`src/hw/slpc_pkg.sv`:
```
// shared constants and carrier types for the serial link parameter register bank
// assumes an 8-bit register port with 12-bit addresses and eight receive lanes
`default_nettype none

package slpc_pkg;

	// geometry
	localparam int ADDR_W  = 12;
	localparam int DATA_W  = 8;
	localparam int LANES   = 8;
	localparam int CNT_W   = 8;

	// register offsets
	localparam logic [11:0] OFS_SUBCLASS_AND_BITS     = 12'h458;
	localparam logic [11:0] OFS_SAMPLES_AND_VERSION   = 12'h459;
	localparam logic [11:0] OFS_DENSITY_AND_CTRL      = 12'h45A;
	localparam logic [11:0] OFS_LANE0_PARAM_CHECKSUM  = 12'h45D;
	localparam logic [11:0] OFS_LANE_ERR_CNT_MONITOR  = 12'h46B;

	// field positions
	localparam int SUBCLASS_LSB   = 5;
	localparam int BITS_LSB       = 0;
	localparam int VERSION_LSB    = 5;
	localparam int SAMPLES_LSB    = 0;
	localparam int DENSITY_BIT    = 7;
	localparam int CTRLW_LSB      = 0;
	localparam int MONITOR_LANE_SELECT_LSB    = 4;
	localparam int CNTSEL_LSB     = 0;

	// reset values
	localparam logic [2:0] RST_SUBCLASS = 3'h1;
	localparam logic [4:0] RST_BITS     = 5'h0F;
	localparam logic [2:0] RST_VERSION  = 3'h1;
	localparam logic [4:0] RST_SAMPLES  = 5'h00;
	localparam logic       RST_DENSITY  = 1'h1;
	localparam logic [4:0] RST_CTRLW    = 5'h00;
	localparam logic [7:0] RST_CHECKSUM = 8'h45;
	localparam logic [2:0] RST_MONITOR_LANE_SELECT  = 3'h0;
	localparam logic [1:0] RST_CNTSEL   = 2'h0;

	// decode values
	localparam logic [2:0] VERSION_A    = 3'h0;
	localparam logic [2:0] VERSION_B    = 3'h1;
	localparam logic [4:0] SAMPLES_TWO  = 5'h01;

	// counter kinds
	typedef enum logic [1:0] {
		SLPC_CNT_BAD_DISP = 2'h0,
		SLPC_CNT_NOT_IN_TABLE = 2'h1,
		SLPC_CNT_UNEXP_CTRL = 2'h2
	} slpc_cnt_e;

	// programmed link parameters
	typedef struct packed {
		logic [2:0] subclass_version;
		logic [4:0] total_bits_per_sample;
		logic [2:0] protocol_version;
		logic [4:0] samples_per_frame;
		logic       high_density_flag;
		logic [4:0] control_words_per_frame;
		logic [7:0] lane_zero_param_sum;
	} slpc_params_s;

	// per-lane error events, one bit per lane
	typedef struct packed {
		logic [7:0] bad_disparity;
		logic [7:0] not_in_table;
		logic [7:0] unexpected_control;
	} slpc_err_events_s;

endpackage : slpc_pkg

`default_nettype wire

```
`src/hw/slpc_lane_counters.sv`:
```
// three saturating error counters for one receive lane
// assumes event inputs are one-cycle pulses on i_clk
`default_nettype none

module slpc_lane_counters
	import slpc_pkg::*;
(
	// clock and reset
	input  wire logic                 i_clk,
	input  wire logic                 i_rst,
	// error events
	input  wire logic                 i_bad_disparity,
	input  wire logic                 i_not_in_table,
	input  wire logic                 i_unexpected_control,
	// counts
	output logic [slpc_pkg::CNT_W-1:0] o_bad_disparity_count,
	output logic [slpc_pkg::CNT_W-1:0] o_not_in_table_count,
	output logic [slpc_pkg::CNT_W-1:0] o_unexpected_control_count
);

	logic [CNT_W-1:0] bad_disparity_count;
	logic [CNT_W-1:0] not_in_table_count;
	logic [CNT_W-1:0] unexpected_control_count;
	logic [CNT_W-1:0] next_bad_disparity_count;
	logic [CNT_W-1:0] next_not_in_table_count;
	logic [CNT_W-1:0] next_unexpected_control_count;

	// saturate rather than wrap so a busy lane never reads as quiet
	function automatic logic [CNT_W-1:0] bump(input logic [CNT_W-1:0] c, input logic ev);
		bump = (ev && c != {CNT_W{1'b1}}) ? c + 1'b1 : c;
	endfunction

	always_comb begin
		next_bad_disparity_count      = bump(bad_disparity_count, i_bad_disparity);
		next_not_in_table_count       = bump(not_in_table_count, i_not_in_table);
		next_unexpected_control_count = bump(unexpected_control_count, i_unexpected_control);
	end

	always_ff @(posedge i_clk or posedge i_rst) begin
		if (i_rst) begin
			bad_disparity_count      <= '0;
			not_in_table_count       <= '0;
			unexpected_control_count <= '0;
		end else begin
			bad_disparity_count      <= next_bad_disparity_count;
			not_in_table_count       <= next_not_in_table_count;
			unexpected_control_count <= next_unexpected_control_count;
		end
	end

	assign o_bad_disparity_count      = bad_disparity_count;
	assign o_not_in_table_count       = not_in_table_count;
	assign o_unexpected_control_count = unexpected_control_count;

endmodule // slpc_lane_counters

`default_nettype wire

```
`src/hw/slpc_regs.sv`:
```
// link parameter register bank with indirect per-lane error counter readback
// assumes a synchronous 8-bit register port and lane logic on the same clock
`default_nettype none

module slpc_regs
	import slpc_pkg::*;
(
	// clock and reset
	input  wire logic                      i_clk,
	input  wire logic                      i_rst,
	// register port
	input  wire logic                      i_wr,
	input  wire logic                      i_rd,
	input  wire logic [slpc_pkg::ADDR_W-1:0] i_addr,
	input  wire logic [slpc_pkg::DATA_W-1:0] i_wdata,
	output logic [slpc_pkg::DATA_W-1:0]    o_rdata,
	output logic                           o_rvalid,
	// lane side
	input  wire slpc_pkg::slpc_err_events_s i_err_events,
	input  wire logic                      i_lane0_valid,
	input  wire slpc_pkg::slpc_params_s    i_lane0_params,
	// decoded configuration
	output slpc_pkg::slpc_params_s         o_params,
	output logic                           o_version_b,
	output logic                           o_samples_two,
	output logic                           o_lane0_mismatch
);

	import slpc_pkg::*;

	slpc_params_s     params;
	slpc_params_s     next_params;
	logic [2:0]       lane_sel;
	logic [2:0]       next_lane_sel;
	logic [1:0]       cnt_sel;
	logic [1:0]       next_cnt_sel;
	logic [DATA_W-1:0] rdata;
	logic [DATA_W-1:0] next_rdata;
	logic             rvalid;
	logic             next_rvalid;
	logic             version_b;
	logic             next_version_b;
	logic             samples_two;
	logic             next_samples_two;
	logic             mismatch;
	logic             next_mismatch;

	logic [CNT_W-1:0] cnt_bad  [LANES];
	logic [CNT_W-1:0] cnt_nit  [LANES];
	logic [CNT_W-1:0] cnt_uek  [LANES];

	genvar g;
	generate
		for (g = 0; g < LANES; g++) begin : g_lane
			slpc_lane_counters u_cnt (
				.i_clk                      (i_clk),
				.i_rst                      (i_rst),
				.i_bad_disparity            (i_err_events.bad_disparity[g]),
				.i_not_in_table             (i_err_events.not_in_table[g]),
				.i_unexpected_control       (i_err_events.unexpected_control[g]),
				.o_bad_disparity_count      (cnt_bad[g]),
				.o_not_in_table_count       (cnt_nit[g]),
				.o_unexpected_control_count (cnt_uek[g])
			);
		end
	endgenerate

	function automatic logic hit(input logic [ADDR_W-1:0] a, input logic [ADDR_W-1:0] ofs);
		hit = (a == ofs);
	endfunction

	// register writes
	always_comb begin
		next_params   = params;
		next_lane_sel = lane_sel;
		next_cnt_sel  = cnt_sel;
		if (i_wr) begin
			if (hit(i_addr, OFS_SUBCLASS_AND_BITS)) begin
				next_params.subclass_version      = i_wdata[SUBCLASS_LSB +: 3];
				next_params.total_bits_per_sample = i_wdata[BITS_LSB +: 5];
			end else if (hit(i_addr, OFS_SAMPLES_AND_VERSION)) begin
				next_params.protocol_version  = i_wdata[VERSION_LSB +: 3];
				next_params.samples_per_frame = i_wdata[SAMPLES_LSB +: 5];
			end else if (hit(i_addr, OFS_DENSITY_AND_CTRL)) begin
				next_params.high_density_flag       = i_wdata[DENSITY_BIT];
				next_params.control_words_per_frame = i_wdata[CTRLW_LSB +: 5];
			end else if (hit(i_addr, OFS_LANE0_PARAM_CHECKSUM)) begin
				next_params.lane_zero_param_sum = i_wdata;
			end else if (hit(i_addr, OFS_LANE_ERR_CNT_MONITOR)) begin
				next_lane_sel = i_wdata[MONITOR_LANE_SELECT_LSB +: 3];
				next_cnt_sel  = i_wdata[CNTSEL_LSB +: 2];
			end
		end
	end

	// register reads; selects are write-only so the monitor returns only the count
	always_comb begin
		// read data falls back to zero between answers so no stale count lingers
		next_rdata  = '0;
		next_rvalid = i_rd;
		if (i_rd) begin
			if (hit(i_addr, OFS_SUBCLASS_AND_BITS)) begin
				next_rdata = {params.subclass_version, params.total_bits_per_sample};
			end else if (hit(i_addr, OFS_SAMPLES_AND_VERSION)) begin
				next_rdata = {params.protocol_version, params.samples_per_frame};
			end else if (hit(i_addr, OFS_DENSITY_AND_CTRL)) begin
				next_rdata = {params.high_density_flag, 2'h0, params.control_words_per_frame};
			end else if (hit(i_addr, OFS_LANE0_PARAM_CHECKSUM)) begin
				next_rdata = params.lane_zero_param_sum;
			end else if (hit(i_addr, OFS_LANE_ERR_CNT_MONITOR)) begin
				case (slpc_cnt_e'(cnt_sel))
					SLPC_CNT_BAD_DISP:     next_rdata = cnt_bad[lane_sel];
					SLPC_CNT_NOT_IN_TABLE: next_rdata = cnt_nit[lane_sel];
					SLPC_CNT_UNEXP_CTRL:   next_rdata = cnt_uek[lane_sel];
					default:               next_rdata = '0;
				endcase
			end
		end
	end

	// decoded configuration flags
	always_comb begin
		next_version_b   = (params.protocol_version == VERSION_B);
		next_samples_two = (params.samples_per_frame == SAMPLES_TWO);
	end

	// lane 0 comparison; the verdict holds between alignment sequences
	always_comb begin
		next_mismatch    = mismatch;
		if (i_lane0_valid) begin
			next_mismatch = (i_lane0_params != params);
		end
	end

	// parameter registers
	always_ff @(posedge i_clk or posedge i_rst) begin
		if (i_rst) begin
			params.subclass_version        <= RST_SUBCLASS;
			params.total_bits_per_sample   <= RST_BITS;
			params.protocol_version        <= RST_VERSION;
			params.samples_per_frame       <= RST_SAMPLES;
			params.high_density_flag       <= RST_DENSITY;
			params.control_words_per_frame <= RST_CTRLW;
			params.lane_zero_param_sum     <= RST_CHECKSUM;
		end else begin
			params <= next_params;
		end
	end

	// selects are write-only, so software rewrites them after every reset
	always_ff @(posedge i_clk or posedge i_rst) begin
		if (i_rst) begin
			lane_sel <= RST_MONITOR_LANE_SELECT;
			cnt_sel  <= RST_CNTSEL;
		end else begin
			lane_sel <= next_lane_sel;
			cnt_sel  <= next_cnt_sel;
		end
	end

	// read answer
	always_ff @(posedge i_clk or posedge i_rst) begin
		if (i_rst) begin
			rdata  <= '0;
			rvalid <= 1'h0;
		end else begin
			rdata  <= next_rdata;
			rvalid <= next_rvalid;
		end
	end

	// decoded flags leave from flops, one cycle behind the register
	always_ff @(posedge i_clk or posedge i_rst) begin
		if (i_rst) begin
			version_b   <= 1'h0;
			samples_two <= 1'h0;
		end else begin
			version_b   <= next_version_b;
			samples_two <= next_samples_two;
		end
	end

	// lane 0 verdict
	always_ff @(posedge i_clk or posedge i_rst) begin
		if (i_rst) begin
			mismatch <= 1'h0;
		end else begin
			mismatch <= next_mismatch;
		end
	end

	assign o_params         = params;
	assign o_rdata          = rdata;
	assign o_rvalid         = rvalid;
	assign o_version_b      = version_b;
	assign o_samples_two    = samples_two;
	assign o_lane0_mismatch = mismatch;

endmodule // slpc_regs

`default_nettype wire

```
`config.mk`:
```
export PLATFORM = sky130hd
export DESIGN_NAME = slpc_regs
export DESIGN_NICKNAME = d
export VERILOG_FILES = /design/src/hw/slpc_pkg.sv /design/src/hw/slpc_lane_counters.sv /design/src/hw/slpc_regs.sv
export SDC_FILE = /design/constraint.sdc
export NUM_CORES = 1
export LEC_CHECK = 0
export BUFFER_PORTS_ARGS = -buffer_cell sky130_fd_sc_hd__clkbuf_2
export CAP_MARGIN = 0
export CORE_ASPECT_RATIO = 1.1
export CORE_UTILIZATION = 36
export CTS_BUF_LIST = sky130_fd_sc_hd__clkbuf_8
export CTS_CLUSTER_DIAMETER = 150
export DETAILED_ROUTE_END_ITERATION = 16
export PLACE_DENSITY = 0.63
export REMOVE_ABC_BUFFERS = 1
export SETUP_SLACK_MARGIN = 0.05
export SLEW_MARGIN = 0
export SYNTH_ARGS = -nofsm -noshare
export SYNTH_HDL_FRONTEND = slang
export SYNTH_SLANG_ARGS = --single-unit
export TNS_END_PERCENT = 20
```
`constraint.sdc`:
```
create_clock -name i_clk -period 6.9 [get_ports i_clk]
set_input_delay 0.345 -clock i_clk [delete_from_list [all_inputs] [get_ports i_clk]]
set_output_delay 0.345 -clock i_clk [all_outputs]
set_load 0.02 [all_outputs]
```
; Word level (Yosys, flattened, before mapping)
; Cells that the tools add are included.
[classes]
n_mux = 16
n_reduce_logical = 30
add_sub_neg = 24
order_cmp = 1
eq_ne = 34
bitwise_logic = 5
[ops]
columns = cell, n
row1 = 8-bit by 1-bit adder with 8-bit output (second input constant), 24
row2 = 8-bit != test (second input constant), 24
row3 = 8-bit two-way mux, 12
row4 = 8-bit binary-select mux with 3-bit select, 3
row5 = 12-bit by 11-bit == test with 1-bit output (second input constant), 5
row6 = 30-bit != test, 1
row7 = 1-bit logical AND, 24
row8 = 8-bit one-hot mux with 3 select lines, 1
row9 = 6-bit AND reduction, 1
row10 = 5-bit by 1-bit == test with 1-bit output (second input constant), 1
row11 = 5-bit AND reduction, 1
row12 = 4-bit greater-or-equal comparator (second input constant), 1
row13 = 1-bit inverter, 4
row14 = 3-bit inverter with 4-bit output, 1
row15 = 4-bit AND reduction, 1
row16 = 3-bit by 1-bit == test with 1-bit output (second input constant), 1
row17 = 3-bit AND reduction, 1
row18 = 2-bit by 1-bit == test with 1-bit output (second input constant), 1
row19 = 2-bit == test (second input constant), 1
row20 = 2-bit logical NOT, 1
row21 = 2-bit AND reduction, 1
[totals]
register_bits = 239
input_bits = 79
output_inout_bits = 42
word_cells = 148

; Depth between registers and ports, before layout
; Gate-level depths: netlist (run 1).
[depth]
ltp_word = 11
ltp_mapped = 9
ltp_nobuf = 7

; By module
; Synthesis (run 1) repeated with hierarchy kept, for this count alone.
[hier_totals]
hier_cells = 1222
area_unflattened_um2 = 13883.3
[by_module_without_submodules]
columns = module, cells_each, seq_area_each_um2, instances, area_each_um2
row1 = slpc_lane_counters, 114, 600.6, 8, 1229.9
row2 = slpc_regs, 310, 1188.6, 1, 4043.9

; Worst setup path after synthesis (run 1)
; Ideal clock, no wire load.
[synth_path]
path_kind = reg2reg
startpoint = register lane_sel[2]
endpoint = register rdata[4], in the netlist o_rdata[4]
period_less_slack_ps = 1894
path_stages_with_launch = 8
t_arrival_ps = 1770
path_slack_ps = 5006
setup_ps = 124
path_cell_list = dfrtp_1 -> buf_2 -> buf_2 -> mux4_2 -> o21ai_0 -> a31oi_1 -> a211oi_1 -> o21ai_1
[synth_via]
elab_chain_cells = 11
[synth_rtl]
columns = item, line
row1 = "start, declared", slpc_regs.sv:33  ; logic [2:0] lane_sel;
row2 = "start signal, assigned", slpc_regs.sv:156  ; lane_sel <= next_lane_sel;
row3 = 3-bit inverter with 4-bit output (implied by the code) *, "slpc_regs.sv:112, slpc_regs.sv:113, slpc_regs.sv:114"
row4 = 8-bit binary-select mux with 3-bit select (on tied branches), "slpc_regs.sv:114, slpc_regs.sv:112, slpc_regs.sv:113"
row5 = 8-bit two-way mux (on tied branches) (2 in series), "slpc_regs.sv:114, slpc_regs.sv:112, slpc_regs.sv:113"
row6 = 8-bit one-hot mux with 3 select lines *, slpc_regs.sv:111  ; case (slpc_cnt_e'(cnt_sel))
row7 = 8-bit two-way mux *, slpc_regs.sv:110  ; end else if (hit(i_addr, OFS_LANE_ERR_CNT_MONITOR)) begin
row8 = 8-bit two-way mux *, slpc_regs.sv:108  ; end else if (hit(i_addr, OFS_LANE0_PARAM_CHECKSUM)) begin
row9 = 8-bit two-way mux *, slpc_regs.sv:106  ; end else if (hit(i_addr, OFS_DENSITY_AND_CTRL)) begin
row10 = 8-bit two-way mux *, slpc_regs.sv:104  ; end else if (hit(i_addr, OFS_SAMPLES_AND_VERSION)) begin
row11 = 8-bit two-way mux *, slpc_regs.sv:102  ; if (hit(i_addr, OFS_SUBCLASS_AND_BITS)) begin
row12 = 8-bit two-way mux *, slpc_regs.sv:101  ; if (i_rd) begin
row13 = via next_rdata[4], slpc_regs.sv:38  ; logic [DATA_W-1:0] next_rdata;
row14 = "end signal, assigned", slpc_regs.sv:167  ; rdata <= next_rdata;
row15 = "end, declared", slpc_regs.sv:37  ; logic [DATA_W-1:0] rdata;
; Mark *: on every way through the listed nets, which the timed path passes. The rest lies on a longest branch. The select of a mux whose other input is x is not followed.
; A chain may end at the register's enable or synchronous reset.

; Worst setup path in the final report (run 1)
[layout_path]
startpoint = register lane_sel[0]
endpoint = register rdata[0], in the netlist o_rdata[0]
; The elaborated chain is that of the path after synthesis.

==> summary.txt, run 1 <==
Die
  • Die height: 197 um
  • Full die area: 35200 sq um
  • Initial core utilization: 36.9%
  • Core area: 33500 sq um
  • Site row count: 70
  • I/O pin count: 121
  • Die W: 179 um

Hold path
  • HP Class: in -> reg
  • Beginning of the worst hold path: i_lane0_valid
  • Worst Hold Path Cells: 3
  • Hold Path End: o_lane0_mismatch

Place
  • Port Buffer Count: 120
  • Placed Area: 13400 sq um
  • Detailed Place HPWL: 23700 um
  • Pre-CTS WS: 4.40 ns
  • Gpl congestion: 0.847

STA
  • Setup violators final: 0
  • Slew Limit Fails: 0
  • Peak Freq: 0.399 GHz
  • Rel. slew slack: 31.8%
  • Post-Route Setup TNS: 0 ns
  • Unrepaired setup endpoints after global routing: false
  • Clock skew: 0.0188 ns
  • Final hold violations: 0
  • Worst-margin pin slew: 1.02 ns
  • Fin worst setup slack: 4.39 ns
  • Final period util: 36.4%
  • WHS: 0.0790 ns
  • Tmin final: 2.51 ns

Clocking
  • Maximum clock path buffer count: 3
  • Clk slew on worst S/H paths: 0.06 ns
  • H-tree levels: 2
  • Total CTS buffers: 40
  • CTS sink count: 239
  • Post-CTS sizing: 0
  • Worst-Skew Late Latency: 0.54 ns
  • CTS tree: yes
  • Clock root buffer: clkbuf_8

Final layout
  • Area of the multi-input gates: 6230 sq um
  • Fin nets: 1355
  • Layout fillers: 3161
  • Most frequent cells in the layout: dfrtp_1 (228), nand2_1 (184), xnor2_1 (154)
  • Post-route cell area: 14300 sq um
  • Layout cell share with drive strength beyond 1: 22.7%
  • Area taken by flip-flops and latches: 5990 sq um
  • Most common cell after layout, fill and taps aside: dfrtp_1
  • N_diodes: 0
  • Area delta synth->final: 15.3%

Global route
  • First-pass GRT wire length: 49200 um
  • Initial antenna violation count: 0
  • GRT Residual Overflow: 0
  • Largest net degree at the start of global routing: 91
  • Vias in the first global route: 8874
  • GR Util All Layers: 18.2%

Power and ir drop
  • Peak supply drop: 122 uV
  • Clock power frac: 26.6%
  • Internal Power: 0.00324 W
  • P_leak: 6.19 nW
  • Switching pwr: 0.00171 W
  • Comb power frac: 22.9%
  • Overall power: 0.00495 W
  • Sequential share of power: 50.5%
  • Sw Share: 34.6%
  • Pwr/cell area: 346 nW/um^2

Drt
  • First-pass iteration count of the detailed router: 5
  • Avg WL per Cell: 18.1 um
  • ANT nets after route: 0
  • Iteration-0 DRC Markers: 407
  • Detailed-route via count: 8953
  • DRC: 0
  • Via/cell ratio: 5.24
  • Routed wire length: 31000 um

Worst setup path
  • CP endpoint kind: flip-flop
  • Reg2Reg Launch Point: lane_sel[0]
  • CP max-delay cell: buf_4
  • Crit-path max FO: 58
  • CP startpoint kind: flip-flop
  • Worst path bufs/invs: 1
  • Req. time, crit path: 7.29 ns
  • Worst r2r path cells: 6
  • Worst R2R Setup Slack: 4.39 ns
  • Top delay family on crit path: compound AO/OA/AOI/OAI gates
  • WP data arrival: 2.90 ns
  • R2r endpoint: o_rdata[0]
  • Critical Path Max Stage Delay: 0.63 ns
  • Critical path, cell by cell: buf_4 -> mux4_2 -> a22oi_1 -> a31oi_1 -> a211oi_1 -> o21ai_0
  • Critical path type: reg -> reg

Job
  • Max Cap Violations: 0

Yosys
  • Post-synth ARST share: 100%
  • Gate Count Post-Synth: 1111
  • Main flop type after synthesis: dfrtp_1
  • Synth unique cells: 54
  • Post-synth EDFFs: 0
  • Sequential area share after synthesis: 48.4%
  • Synthesized area per cell: 11.2 sq um
  • #FFs+latches synth: 239
  • Synth warn: 0
  • Mapped Area: 12400 sq um

Outcome
  • Status: completed
==> registers in the layout (all words and copies together) (netlist names) <==
register	count
o_lane0_mismatch	1
lane_sel	3
g_lane.u_cnt.o_unexpected_control_count	64
g_lane.u_cnt.o_not_in_table_count	64
cnt_sel	2
g_lane.u_cnt.o_bad_disparity_count	64
o_samples_two	1
o_params	30
o_rvalid	1
o_version_b	1
o_rdata	8
==> kinds of logic after synthesis <==
| family | synth area share, % |
|---|---|
| buffers and inverters | 1.35 |
| XOR/XNOR | 13.9 |
| adder cells (fa/ha/maj) | 2.42 |
| flip-flops | 48.4 |
| AO/OA/AOI/OAI | 6.28 |
| multiplexers | 12.4 |
| AND/OR/NAND/NOR | 15.2 |
==> power by group through the flow <==
stage	Combinational [W]	Clock, W	Sequential, W
floorplan	0.000926	0	0.00227
global placement	0.00111	0	0.00251
detailed placement	0.00115	0	0.00251
CTS	0.00116	0.00135	0.00250
global route	0.00130	0.00142	0.00257
finish	0.00113	0.00132	0.00250
==> cell usage after synthesis, types with 2 or more instances <==
cell / instances / share of area [%]
a211oi_1: 6 / 0.36
o211ai_1: 12 / 0.73
mux4_2: 31 / 5.6
dfrtp_1: 229 / 46
o22ai_1: 2 / 0.10
buf_6: 3 / 0.27
nand4_2: 2 / 0.20
a22oi_1: 6 / 0.36
nor3b_1: 2 / 0.12
and2_1: 2 / 0.10
o21ai_0: 41 / 1.7
ha_1: 24 / 2.4
clkbuf_1: 10 / 0.30
nor2b_1: 4 / 0.20
a31o_2: 2 / 0.14
nand2_4: 2 / 0.18
nand4_1: 52 / 2.6
or3_1: 2 / 0.10
dfstp_2: 10 / 2.1
a31oi_1: 11 / 0.56
and3_1: 25 / 1.3
nor4_1: 3 / 0.15
buf_2: 11 / 0.44
a221oi_1: 12 / 0.85
inv_1: 6 / 0.18
a21oi_1: 4 / 0.16
xnor2_1: 154 / 11
nor3_1: 21 / 0.85
nand3_1: 31 / 1.3
nand2_1: 184 / 5.6
mux2_2: 46 / 4.2
nand2b_1: 3 / 0.15
buf_1: 2 / 0.061
nor2_1: 48 / 1.5
o21a_1: 16 / 0.97
nand3b_1: 2 / 0.12
xor2_1: 43 / 3.0
mux2i_1: 31 / 2.5
==> per-layer routing <==
| metal | track usage (%) | vias up | routed length [um] |
|---|---|---|---|
| met5 | 0 | - | 0 |
| met3 | 3.67 | 56 | 1810 |
| met4 | 6.81 | 0 | 949 |
| met2 | 31.3 | 267 | 15500 |
| met1 | 22.3 | 4384 | 12700 |
| li1 | - | 4246 | - |
==> metrics by stage <==
step	util (%)	std cells
after floorplan	-	1084
after global placement	40.0	1641
after detailed placement	40.0	1641
after CTS	42.6	1709
after global routing	42.6	1709
final	42.6	1709
==> worst reg2reg max path, cell delays in order (launching register included) <==
cell and delay (ns):
dfrtp_2 0.34, buf_4 0.63, mux4_2 0.65, a22oi_1 0.28, a31oi_1 0.16, a211oi_1 0.18, o21ai_0 0.13
==> worst max-delay path by stage <==
stage / endpoint / slack, ns / start / cells after the start
after floorplan: cnt_sel[0] / 0.01 / i_rst / 1
after global placement: o_rdata[3] / 4.50 / lane_sel[0] / 6
after detailed placement: o_rdata[0] / 4.40 / lane_sel[0] / 6
after CTS: o_rdata[0] / 4.39 / lane_sel[0] / 6
after global routing: o_rdata[7] / 4.25 / lane_sel[0] / 6
final: o_rdata[0] / 4.39 / lane_sel[0] / 6
==> timing repair <==
item | CTS | global route
setup endpoints to repair | 0 | 0
hold buffers | 1 | 0
endpoints found under the hold margin | 78 | 0
buffers inserted | 0 | 0
==> area by class of cell <==
cell class	instances	area share, %
clock buffer	56	5.39
clock inverter	11	0.508
inverter	7	0.236
multi-input combinational	838	43.6
sequential	239	42.0
tap	432	3.78
timing repair buffer	126	4.54
No activity file was read; power rests on OpenSTA's default activity.
==> inputs of run 2 (changes only) <==
Settings changed: ABC_AREA set to 1.
Clock period 6.9 ns to 2.1 ns, I/O delays scaled along.
==> summary.txt, run 2 <==
Job
  • Max Cap Violations: 0 (unchanged)

Die
  • Initial core utilization: 36.9% (-0.063 points)
  • Core area: 37500 sq um (+12%)
  • I/O pin count: 121 (unchanged)
  • Die W: 189 um (+5.6%)
  • Site row count: 74 (+5.7%)
  • Full die area: 39200 sq um (+11%)
  • Die height: 208 um (+5.6%)

Clocking
  • H-tree levels: 2 (unchanged)
  • Worst-Skew Late Latency: 0.58 ns (+0.04 ns)
  • Clk slew on worst S/H paths: 0.06 ns (about the same)
  • Clock root buffer: clkbuf_8
  • CTS tree: yes
  • Maximum clock path buffer count: 3 (unchanged)
  • Total CTS buffers: 43 (+7.5%)
  • CTS sink count: 239 (unchanged)

Outcome
  • Status: completed

Yosys
  • Post-synth top cells: nand2_1 (467), inv_1 (301), dfrtp_1 (229)
  • Synth unique cells: 38 (-30%)
  • #FFs+latches synth: 239 (unchanged)
  • Post-synth EDFFs: 0 (unchanged)
  • Post-synth ARST share: 100% (unchanged)
  • Area leader, netlist: dfrtp_1
  • Sequential area share after synthesis: 43.4% (-5.0 points)
  • Count leader, synth: nand2_1
  • Synthesized area per cell: 7.69 sq um (-31%)
  • Main flop type after synthesis: dfrtp_1
  • Synth Area in Adders: 2.17% (-0.25 points)
  • Synth Area in Compound Gates: 7.04% (+0.76 points)
  • Largest family of logic cells by synthesized area: simple AND/OR/NAND/NOR gates
  • Post-Synth XOR/XNOR Area: 11.3% (-2.6 points)
  • Largest cells by area after synthesis: dfrtp_1 (41%), nand2_1 (13%), xor2_1 (10%)
  • Top cell type's share of synthesized area: 41.5% (-4.8 points)
  • Post-synthesis mux area share: 0.154% (-12 points)
  • Simple-Gate Fraction of Synth Area: 26.0% (+11 points)
  • Synth warn: 0 (unchanged)
  • Mapped Area: 13800 sq um (+12%)
  • Gate Count Post-Synth: 1798 (+62%)

Global route
  • Largest net degree at the start of global routing: 72 (-21%)
  • Vias in the first global route: 11800 (+33%)
  • Initial antenna violation count: 0 (unchanged)
  • GRT Residual Overflow: 0 (unchanged)
  • First-pass GRT wire length: 59800 um (+21%)
  • GR Util All Layers: 18.8% (+0.62 points)

Drt
  • ANT nets after route: 0 (unchanged)
  • Routed wire length: 36000 um (+16%)
  • Avg WL per Cell: 14.3 um (-21%)
  • Detailed-route via count: 12000 (+34%)
  • Iteration-0 DRC Markers: 820 (+100%)
  • Via/cell ratio: 4.80 (-8.5%)
  • DRC: 0 (unchanged)
  • First-pass iteration count of the detailed router: 7 (+2)

STA
  • Tmin final: 1.90 ns (-0.609 ns)
  • Slew Limit Fails: 0 (unchanged)
  • Unrepaired setup endpoints after global routing: false
  • Peak Freq: 0.526 GHz (+32%)
  • Rel. slew slack: 58.2% (+26 points)
  • Post-Route Setup TNS: 0 ns (unchanged)
  • Worst-margin pin slew: 0.626 ns (-0.397 ns)
  • WHS: 0.0471 ns (-0.0319 ns)
  • Clock skew: 0.0352 ns (+0.0164 ns)
  • Final period util: 90.5% (+54 points)
  • Final hold violations: 0 (unchanged)
  • Setup violators final: 0 (unchanged)

Worst setup path
  • R2r endpoint: g_lane[1].u_cnt.o_unexpected_control_count[6]
  • Crit-path max FO: 6 (-90%)
  • Worst path bufs/invs: 2 (+1)
  • CP max-delay cell: dfrtp_1
  • Reg2Reg Launch Point: g_lane[1].u_cnt.o_unexpected_control_count[1]
  • CP startpoint kind: flip-flop
  • CP endpoint: g_lane[1].u_cnt.o_unexpected_control_count[6]
  • Top delay family on crit path: simple AND/OR/NAND/NOR gates
  • Critical path type: reg -> reg
  • Critical Path Max Stage Delay: 0.44 ns (-0.19 ns)
  • Req. time, crit path: 2.57 ns (-4.72 ns)
  • WP data arrival: 2.37 ns (-0.53 ns)
  • Crit path depth: 8 (+2)
  • Critical path, cell by cell: ha_1 -> inv_1 -> nor4_1 -> nand3_1 -> nand2_1 -> inv_1 -> nand2_1 -> xor2_1
  • Setup crit start: g_lane[1].u_cnt.o_unexpected_control_count[1]
  • Worst r2r path cells: 8 (+2)
  • Worst R2R Setup Slack: 0.20 ns (-4.19 ns)
  • CP endpoint kind: flip-flop

Final layout
  • Most frequent cells in the layout: nand2_1 (467), inv_1 (311), dfrtp_1 (227)
  • Layout fillers: 3775 (+19%)
  • Fin cells: 2507 (+47%)
  • Area of the multi-input gates: 6470 sq um (+3.9%)
  • Area delta synth->final: 18.6%
  • Fin nets: 2083 (+54%)
  • Area taken by flip-flops and latches: 6000 sq um (about the same)
  • Most common cell after layout, fill and taps aside: nand2_1
  • Final core occ: 43.7% (+1.1 points)
  • N_diodes: 0 (unchanged)
  • Layout cell share with drive strength beyond 1: 12.5% (-10 points)

Place
  • Gpl congestion: 0.839 (-1.0%)
  • DP Cell Count: 2390 (+46%)
  • Port Buffer Count: 120 (unchanged)
  • Detailed Place HPWL: 26900 um (+14%)

Power and ir drop
  • Peak supply drop: 352 uV (+190%)
  • Pwr/cell area: 1130 nW/um^2 (+230%)
  • P_leak: 8.19 nW (+32%)

Hold path
  • HP Class: in -> reg
-- run 2: cell types whose count changed in the layout (fill, tap and decap cells not counted), sizes merged, moves of 30 or more --
cell         change
xor2           +117
dlygate4sd3     +36
inv            +301
nand2          +283
nand4           -34
nor2            +38
mux4            -31
o21ai           +84
xnor2          -135
a21oi           +31
nand3          +143
mux2            -46
mux2i           -30
-- run 2: worst register-to-register path, cell delays in order (launching register included) --
cell	delay [ns]
dfrtp_1	0.44
ha_1	0.18
inv_1	0.04
nor4_1	0.42
nand3_1	0.15
nand2_1	0.20
inv_1	0.14
nand2_1	0.10
xor2_1	0.15
-- run 2: stage by stage --
step                total power (W)  cell area (sq um)  setup slack [ns]
global route                 0.0201              16400            0.0822
detailed placement           0.0139              15100             0.245
CTS                          0.0187              16400             0.126
finish                       0.0186              16400             0.200
global placement             0.0137              15100             0.345
floorplan                    0.0122              13600             -4.55
-- run 2: routing by layer --
layer / track usage (%) / share of wire [%] / vias up
met1: 24.8 / 45 / 5617
met3: 2.84 / 4.9 / 78
met5: 0 / 0 / -
li1: - / - / 6040
met2: 30.8 / 47 / 288
met4: 7.37 / 3.4 / 0
-- run 2: cell type report --
cell class                 count  share of cell area (%)
clock buffer                  59                    4.95
tap                          494                    3.77
clock inverter                19                   0.733
timing repair buffer         179                    7.54
inverter                     302                    6.96
multi-input combinational   1215                    39.5
sequential                   239                    36.6
-- run 2: worst min-delay path by stage --
| stage | from | endpoint | slack [ns] | cells after the start |
|---|---|---|---|---|
| after floorplan | i_rd | o_rvalid | 0.14 | 0 |
| after global placement | i_rst | g_lane[4].u_cnt.o_bad_disparity_count[6] | 0.21 | 2 |
| after detailed placement | i_rst | g_lane[4].u_cnt.o_bad_disparity_count[6] | 0.22 | 2 |
| after CTS | i_lane0_params[15] | o_lane0_mismatch | 0.03 | 6 |
| after global routing | i_lane0_params[29] | o_lane0_mismatch | 0.09 | 6 |
| final | i_lane0_params[29] | o_lane0_mismatch | 0.05 | 6 |
-- run 2: logic make-up (layout without fill, tap and decap cells) --
group | count (synthesis) | in the layout
buffers and inverters | 344 | 559
adders and majority gates | 24 | 24
xor gates and xnor gates | 179 | 179
and+or+nand+nor | 830 | 830
DFF | 239 | 239
AOI/OAI and AO/OA | 180 | 180
muxes | 2 | 2
-- run 2: repair_timing --
| item | CTS | global route |
|---|---|---|
| gates resized for setup | 0 | 1 |
| endpoints found under the hold margin | 172 | 0 |
| setup endpoints to repair | 0 | 1 |
| hold buffers | 38 | 0 |
| setup buffers | 0 | 2 |
-- run 2: where the power goes --
group / internal [W] / leakage [nW] / switching, W / total, W
clock network: 0.00263 / 0.522 / 0.00203 / 0.00466
logic: 0.00224 / 4.81 / 0.00368 / 0.00592
registers: 0.00641 / 2.86 / 0.00159 / 0.00800
total: 0.0113 / 8.19 / 0.00730 / 0.0186
